File: src/shadow_cfg_pkg.sv
// constants for the shadow port readback and serial interrupt configuration group
// ----------------------------------------------------------------------------
// ----------------------------------------------------------------------------
package shadow_cfg_pkg;

  // register indices, byte address is four times the index
  localparam logic [7:0] IDX_SELECT = 8'h6E;
  localparam logic [7:0] IDX_DATA   = 8'h6F;
  localparam logic [7:0] IDX_SERIRQ = 8'h70;
  localparam int         IDX_LSB    = 2;

  localparam logic [7:0] SELECT_RESET = 8'h00;
  localparam logic [7:0] SERIRQ_RESET = 8'h12;

  // select register fields
  localparam int DEV_MSB  = 7;
  localparam int DEV_LSB  = 5;
  localparam int PORT_MSB = 4;
  localparam int PORT_LSB = 0;

  // peripheral codes
  localparam logic [2:0] DEV_TIMER     = 3'h1;
  localparam logic [2:0] DEV_INT_MAST  = 3'h2;
  localparam logic [2:0] DEV_INT_SLAVE = 3'h3;
  localparam logic [2:0] DEV_DMA_MAST  = 3'h4;
  localparam logic [2:0] DEV_DMA_SLAVE = 3'h5;

  // last valid port code per peripheral, plus the reserved interrupt code and dma mode/mask codes
  localparam logic [4:0] LAST_TIMER     = 5'h05;
  localparam logic [4:0] LAST_INT       = 5'h06;
  localparam logic [4:0] INT_RESERVED   = 5'h05;
  localparam logic [4:0] LAST_DMA_MAST  = 5'h13;
  localparam logic [4:0] LAST_DMA_SLAVE = 5'h14;
  localparam logic [4:0] DMA_MODE_LAST  = 5'h03;
  localparam logic [4:0] DMA_REQ_MASK   = 5'h04;

  // serial interrupt control fields
  localparam int SER_EN_BIT    = 7;
  localparam int SER_STOP_BIT  = 6;
  localparam int SER_FRM_MSB   = 5;
  localparam int SER_FRM_LSB   = 2;
  localparam int SER_START_MSB = 1;
  localparam int SER_START_LSB = 0;

  // widths in bus clocks, frame base count
  localparam logic [1:0] STOP_QUIET  = 2'h2;
  localparam logic [1:0] STOP_CONT   = 2'h3;
  localparam logic [5:0] FRAME_BASE  = 6'h11;
  localparam logic [3:0] START_W4    = 4'h4;
  localparam logic [3:0] START_W6    = 4'h6;
  localparam logic [3:0] START_W8    = 4'h8;
  localparam logic [1:0] START_C4    = 2'h0;
  localparam logic [1:0] START_C6    = 2'h1;
  localparam logic [1:0] START_C8    = 2'h2;

endpackage : shadow_cfg_pkg

File: src/shadow_port_readback_and_serirq_cfg.sv
// apb register group: shadowed legacy port readback and serial interrupt setup
`timescale 1ns/10ps
module shadow_port_readback_and_serirq_cfg #(
  parameter int NUM_DEV    = 5,
  parameter int PORT_DEPTH = 21
) (
  // clock and reset
  input  wire logic        sys_clk_i,
  input  wire logic        rst_n_i,
  // apb slave
  input  wire logic        psel_i,
  input  wire logic        penable_i,
  input  wire logic        pwrite_i,
  input  wire logic [11:0] paddr_i,
  input  wire logic [31:0] pwdata_i,
  input  wire logic [3:0]  pstrb_i,
  output logic      [31:0] prdata_o,
  output logic             pready_o,
  output logic             pslverr_o,
  // port writes seen by the legacy peripherals
  input  wire logic        cap_valid_i,
  input  wire logic [2:0]  cap_dev_i,
  input  wire logic [4:0]  cap_port_i,
  input  wire logic [7:0]  cap_data_i,
  // serial interrupt engine settings
  output logic             serirq_enable_o,
  output logic             serirq_continuous_o,
  output logic [1:0]       serirq_stop_clocks_o,
  output logic [5:0]       serirq_frames_o,
  output logic [3:0]       serirq_start_clocks_o
);

  // --------------------------------------------------------------------------
  // port map decode
  // --------------------------------------------------------------------------
  // true when a peripheral and port code name a shadowed port
  function automatic logic port_ok(input logic [2:0] dev, input logic [4:0] port);
    logic ok;
    ok = 1'b0;
    case (dev)
      shadow_cfg_pkg::DEV_TIMER:
        ok = (port <= shadow_cfg_pkg::LAST_TIMER);
      shadow_cfg_pkg::DEV_INT_MAST,
      shadow_cfg_pkg::DEV_INT_SLAVE:
        ok = (port <= shadow_cfg_pkg::LAST_INT) &&
             (port != shadow_cfg_pkg::INT_RESERVED);
      shadow_cfg_pkg::DEV_DMA_MAST:
        ok = (port <= shadow_cfg_pkg::LAST_DMA_MAST);
      shadow_cfg_pkg::DEV_DMA_SLAVE:
        ok = (port <= shadow_cfg_pkg::LAST_DMA_SLAVE);
      default:
        ok = 1'b0;
    endcase
    return ok;
  endfunction : port_ok

  // peripheral code 1..5 onto row 0..4
  function automatic logic [2:0] dev_row(input logic [2:0] dev);
    return dev - shadow_cfg_pkg::DEV_TIMER;
  endfunction : dev_row

  // --------------------------------------------------------------------------
  // shadow store
  // --------------------------------------------------------------------------
  // rows hold mode, request/mask, address and count bytes in port-code order,
  // so a readback is a plain lookup by code
  logic [7:0] shadow_mem      [NUM_DEV][PORT_DEPTH];
  logic [7:0] next_shadow_mem [NUM_DEV][PORT_DEPTH];

  always_comb
  begin
    next_shadow_mem = shadow_mem;
    if (!rst_n_i)
    begin
      for (int d = 0; d < NUM_DEV; d++)
      begin
        for (int p = 0; p < PORT_DEPTH; p++)
        begin
          next_shadow_mem[d][p] = 8'h00;
        end
      end
    end
    else if (cap_valid_i && port_ok(cap_dev_i, cap_port_i))
    begin
      next_shadow_mem[dev_row(cap_dev_i)][cap_port_i] = cap_data_i;
    end
  end

  always_ff @(posedge sys_clk_i)
  begin
    shadow_mem <= next_shadow_mem;
  end

  // --------------------------------------------------------------------------
  // apb register access
  // --------------------------------------------------------------------------
  logic [7:0]  select_reg;
  logic [7:0]  next_select_reg;
  logic [7:0]  serirq_reg;
  logic [7:0]  next_serirq_reg;
  logic [31:0] next_prdata;
  logic        next_pready;
  logic        next_pslverr;
  logic [7:0]  word_idx;
  logic        access;
  logic        hit_select;
  logic        hit_data;
  logic        hit_serirq;
  logic [2:0]  sel_dev;
  logic [4:0]  sel_port;
  logic [7:0]  shadow_byte;

  assign word_idx   = paddr_i[shadow_cfg_pkg::IDX_LSB +: 8];
  // one wait state: the answer flop fires once per access phase
  assign access     = psel_i && penable_i && !pready_o;
  assign hit_select = (word_idx == shadow_cfg_pkg::IDX_SELECT);
  assign hit_data   = (word_idx == shadow_cfg_pkg::IDX_DATA);
  assign hit_serirq = (word_idx == shadow_cfg_pkg::IDX_SERIRQ);
  assign sel_dev    = select_reg[shadow_cfg_pkg::DEV_MSB:shadow_cfg_pkg::DEV_LSB];
  assign sel_port   = select_reg[shadow_cfg_pkg::PORT_MSB:shadow_cfg_pkg::PORT_LSB];

  // reserved codes read back as zero
  always_comb
  begin
    shadow_byte = 8'h00;
    if (port_ok(sel_dev, sel_port))
    begin
      shadow_byte = shadow_mem[dev_row(sel_dev)][sel_port];
    end
  end

  always_comb
  begin
    next_select_reg = select_reg;
    next_serirq_reg = serirq_reg;
    next_prdata     = 32'h0000_0000;
    next_pready     = 1'b0;
    next_pslverr    = 1'b0;
    if (!rst_n_i)
    begin
      next_select_reg = shadow_cfg_pkg::SELECT_RESET;
      next_serirq_reg = shadow_cfg_pkg::SERIRQ_RESET;
    end
    else if (access)
    begin
      next_pready = 1'b1;
      if (pwrite_i)
      begin
        if (hit_select)
        begin
          if (pstrb_i[0])
          begin
            next_select_reg = pwdata_i[7:0];
          end
        end
        else if (hit_serirq)
        begin
          if (pstrb_i[0])
          begin
            next_serirq_reg = pwdata_i[7:0];
          end
        end
        else
        begin
          // data register is read-only; writes there fail like unmapped ones
          next_pslverr = 1'b1;
        end
      end
      else
      begin
        if (hit_select)
        begin
          next_prdata = {24'h00_0000, select_reg};
        end
        else if (hit_data)
        begin
          next_prdata = {24'h00_0000, shadow_byte};
        end
        else if (hit_serirq)
        begin
          next_prdata = {24'h00_0000, serirq_reg};
        end
        else
        begin
          next_pslverr = 1'b1;
        end
      end
    end
  end

  always_ff @(posedge sys_clk_i)
  begin
    select_reg <= next_select_reg;
    serirq_reg <= next_serirq_reg;
    prdata_o   <= next_prdata;
    pready_o   <= next_pready;
    pslverr_o  <= next_pslverr;
  end

  // --------------------------------------------------------------------------
  // serial interrupt settings decode
  // --------------------------------------------------------------------------
  logic       next_ser_en;
  logic       next_ser_cont;
  logic [1:0] next_ser_stop;
  logic [5:0] next_ser_frames;
  logic [3:0] next_ser_start;
  logic [3:0] frame_field;
  logic [1:0] start_code;

  assign frame_field = next_serirq_reg[shadow_cfg_pkg::SER_FRM_MSB:shadow_cfg_pkg::SER_FRM_LSB];
  assign start_code  =
    next_serirq_reg[shadow_cfg_pkg::SER_START_MSB:shadow_cfg_pkg::SER_START_LSB];

  // decoded from the next register value so the outputs track it the same edge
  always_comb
  begin
    next_ser_en     = next_serirq_reg[shadow_cfg_pkg::SER_EN_BIT];
    next_ser_cont   = next_serirq_reg[shadow_cfg_pkg::SER_STOP_BIT];
    next_ser_stop   = next_ser_cont ? shadow_cfg_pkg::STOP_CONT
                                    : shadow_cfg_pkg::STOP_QUIET;
    next_ser_frames = shadow_cfg_pkg::FRAME_BASE + {2'b00, frame_field};
    case (start_code)
      shadow_cfg_pkg::START_C4: next_ser_start = shadow_cfg_pkg::START_W4;
      shadow_cfg_pkg::START_C6: next_ser_start = shadow_cfg_pkg::START_W6;
      shadow_cfg_pkg::START_C8: next_ser_start = shadow_cfg_pkg::START_W8;
      // reserved code: fall back to the widest pulse rather than a bad width
      default:                  next_ser_start = shadow_cfg_pkg::START_W8;
    endcase
  end

  always_ff @(posedge sys_clk_i)
  begin
    serirq_enable_o       <= next_ser_en;
    serirq_continuous_o   <= next_ser_cont;
    serirq_stop_clocks_o  <= next_ser_stop;
    serirq_frames_o       <= next_ser_frames;
    serirq_start_clocks_o <= next_ser_start;
  end

endmodule : shadow_port_readback_and_serirq_cfg

File: config.mk
export PLATFORM = sky130hd
export DESIGN_NAME = shadow_port_readback_and_serirq_cfg
export DESIGN_NICKNAME = d
export VERILOG_FILES = /design/src/shadow_cfg_pkg.sv /design/src/shadow_port_readback_and_serirq_cfg.sv
export SDC_FILE = /design/constraint.sdc
export NUM_CORES = 2
export LEC_CHECK = 0
export BUFFER_PORTS_ARGS = -buffer_cell sky130_fd_sc_hd__buf_2
export CAP_MARGIN = 5
export CORE_ASPECT_RATIO = 1.4
export CORE_MARGIN = 8
export CORE_UTILIZATION = 35
export CTS_CLUSTER_DIAMETER = 80
export DETAILED_ROUTE_END_ITERATION = 10
export PLACE_DENSITY = 0.47
export SYNTH_ARGS = -nofsm -noshare
export SYNTH_HDL_FRONTEND = slang
export SYNTH_SLANG_ARGS = --single-unit
File: constraint.sdc
create_clock -name sys_clk_i -period 4.05 [get_ports sys_clk_i]
set_clock_uncertainty 0.1 [all_clocks]
set_input_delay 0.6075 -clock sys_clk_i [delete_from_list [all_inputs] [get_ports sys_clk_i]]
set_output_delay 0.6075 -clock sys_clk_i [all_outputs]
set_load 0.01 [all_outputs]
==> metrics.md <==
| Metric | Value |
|---|---|
| Root Driver | `clkbuf_16` |
| Worst r2r src | `select_reg[5]` |
| Mapped Area | `40700 um2` |
| Final setup viols | `0` |
| P_leak | `0.0143 uW` |
| Final Cycle Share | `0.963` |
| DR iter-0 viols | `2850` |
| Worst-path clk slew | `0.06 ns` |
| Crit Path Max Fanout | `10` |
| CTS tree | `built` |
| Placed cell area | `43000 um2` |
| Worst min path class | `in2reg` |
| Final hold viol count | `0` |
| Internal reg-to-reg setup slack | `0.15 ns` |
| End point of the critical path | `prdata_o[6]` |
| Tot GR Track Use | `0.232` |
| Global route overflow | `0` |
| EDFF count, synth | `0` |
| Post-DRT Antenna Nets | `0` |
| Post-detail-place hpwl | `97.3 mm` |
| Row Count | `148` |
| CP peak stage delay | `0.77 ns` |
| Vias in the first global route | `33835` |
| Peak supply drop | `280 uV` |
| Post-synthesis instance total | `4778` |
| Top cell type's share of synthesized area | `0.430` |
| Distinct cell type count after synthesis | `67` |
| Port bufs | `60` |
| Worst-Skew Late Latency | `0.69 ns` |
| Via count | `35333` |
| GPL Wtd Cong | `0.870` |
| Max-slew violation count | `0` |
| Dominant cell type by area after synthesis | `dfxtp_1` |
| Slowest cell on crit path | `xor2_2` |
| CP arrival | `4.38 ns` |
| CTS HTree Levels | `3` |
| Critical path class | `reg2reg` |
| Max-slew headroom | `0.184` |
| Synth Area per Inst | `8.52 um2` |
| Fillers | `11632` |
| Initial core utilization | `0.351` |
| Max Cap Viol | `0` |
| Vias per cell | `5.68` |
| Status | `complete, no violations` |
| Synth async-reset ratio | `0` |
| RSZ-0062 raised after global routing | `no` |
| CTS Sinks | `875` |
| Largest net degree at the start of global routing | `234` |
| Slew @ Worst Pin | `1.22 ns` |
| Design area | `46000 um2` |
| Core area | `116000 um2` |
| Minimum clock period | `3.90 ns` |
| Die ar. | `128000 um2` |
| Initial antenna violation count | `0` |
| Global-route wire length before repair | `229 mm` |
| DRT Pass-1 Iters | `5` |
| Layout cells sized above 1 | `0.121` |
| Hold_buf cts | `0` |
| Synth Warn # | `0` |
| Top post-synthesis cells by area | `dfxtp_1, a21boi_0, nand3_1, nand2_1, mux4_2` |
| WL/cell | `24.7 um` |
| Max Clock Freq | `256 MHz` |
| Max reg flops | `840` |
| Ports | `118` |
| P per Cell Area | `389 nW/um2` |
| R2r worst-path depth | `10` |
| Drt drc | `0` |
| Main synth FF type | `dfxtp_1` |
| Die Wd | `304 um` |
| Sequential area share after synthesis | `0.430` |
| CP endpoint kind | `flip-flop` |
| TNS Setup | `0 ns` |
| CTS Buf Count | `90` |
| Yosys reg bits | `875` |
| Critical path required time | `4.52 ns` |
| Die Y | `420 um` |
| Drt total wl | `153 mm` |
| Reg2reg end | `prdata_o[6]` |
| CP Launch Type | `flip-flop` |
| Max clock buf depth | `3` |
| Area Overhead vs Synth | `12.9%` |
| Critical Path Start | `select_reg[5]` |
| CP cell instances | `inv_1 > ha_2 > xor2_2 > buf_4 > nand3_1 > o211ai_1 > a21boi_0 > or4_1 > a221o_1 > a2111oi_2` |
| Layout Nets | `4734` |
## what timing repair did
item / CTS / global route
resized for setup: 0 / 3
setup buffers: 0 / 0
cloned: 1 / 0
setup endpoints to repair: 1 / 4
pin swaps: 0 / 0
## report_power, final
part | total, uW | switching (uW) | internal [uW]
sequential | 8610 | 1.80 | 8610
clock | 8590 | 3700 | 4890
combinational | 688 | 509 | 179
total | 17900 | 4220 | 13700
## area by class of cell
cell class | count | area, um2 | area share
Antenna cell | 1 | 2.50 | 0.0000544
Timing Repair Buffer | 268 | 2230 | 0.0485
Tap cell | 1500 | 1880 | 0.0408
Multi-Input combinational cell | 3403 | 21300 | 0.464
Inverter | 15 | 56.3 | 0.00122
Sequential cell | 875 | 17500 | 0.381
Clock inverter | 22 | 277 | 0.00602
Clock buffer | 133 | 2680 | 0.0582
## synthesized netlist by cell type, types with 55 or more instances
cell type,count
o21ai_0,223
a21oi_1,89
nor2_1,55
nor2b_1,71
clkbuf_1,359
mux2i_1,163
buf_1,74
dfxtp_1,875
mux4_2,101
nand3_1,859
nand2_1,843
a21boi_0,617
## stage by stage
step	total power [uW]	std cells	setup WS, ns	utilization	hold WS, ns
4_1_cts	18100	6216	0.00252	0.397	0.0501
5_1_grt	18400	6216	0.0332	0.397	0.110
6_report	17900	6217	0.149	0.397	0.0994
3_3_place_gp	9480	6060	0.0809	0.371	0.347
3_5_place_dp	9480	6060	0.00248	0.371	0.354
2_1_floorplan	9200	4802	0.381	-	0.336
## worst min-delay path by stage
stage                               start  cells after the start  slack (ns)              end
after detailed placement  shadow_mem[231]                      2        0.35  shadow_mem[231]
after floorplan           shadow_mem[159]                      2        0.34  shadow_mem[159]
after global placement    shadow_mem[124]                      2        0.35  shadow_mem[124]
after CTS                     pwdata_i[0]                      3        0.05    select_reg[0]
final                         pwdata_i[0]                      3         0.1    select_reg[0]
after global routing          pwdata_i[0]                      3        0.11    select_reg[0]
## critical path: cells and delay by family, from the launching register on
kind / cells / cell delay, ns
xor+xnor: 1 / 0.77
fa+ha+maj: 1 / 0.39
compound gates: 4 / 1.10
buf+inv: 2 / 0.34
flops: 1 / 0.37
simple gates: 2 / 0.71
## per-layer routing
layer  global-route usage  up-vias  routed length (um)
met2                0.392      949               73200
met4               0.0824        0                5120
met5                    0        -                   0
met3               0.0275      192                7460
met1                0.305    17549               67700
li1                     -    16643                   -
## logic make-up (layout without fill, tap and decap cells)
logic type      Yosys count  in the layout  synth area share
xor+xnor                  5              6           0.00144
compound gates         1159           1159             0.195
mux                     298            298             0.105
buf+inv                 525            438            0.0527
other cells               2             27          0.000184
flops                   875            875             0.430
simple gates           1903           1903             0.212
fa+ha+maj                11             11           0.00338
## cell usage in the layout, fill, tap and decap left out, types with 6 or more instances in the layout
cell type	n
and3_1	8
nand2b_1	6
nor2_4	13
nor2_1	41
a22oi_1	13
a21oi_1	89
o21ai_0	223
clkbuf_8	20
o211ai_1	18
a21boi_0	617
dfxtp_1	871
a2111oi_0	11
inv_1	15
o22ai_1	20
buf_2	51
mux2_2	31
a211oi_1	17
nand3_1	859
conb_1	26
nand2_1	843
ha_1	10
o221ai_1	14
nor3_1	13
a31oi_1	53
mux2i_1	163
clkbuf_1	20
clkbuf_16	93
buf_4	189
buf_12	27
o21ai_1	8
a221oi_1	26
mux4_2	101
nor2b_1	70
clkinv_2	11
nand4_1	14
a221o_1	11
No activity file was read; power rests on OpenSTA's default activity.
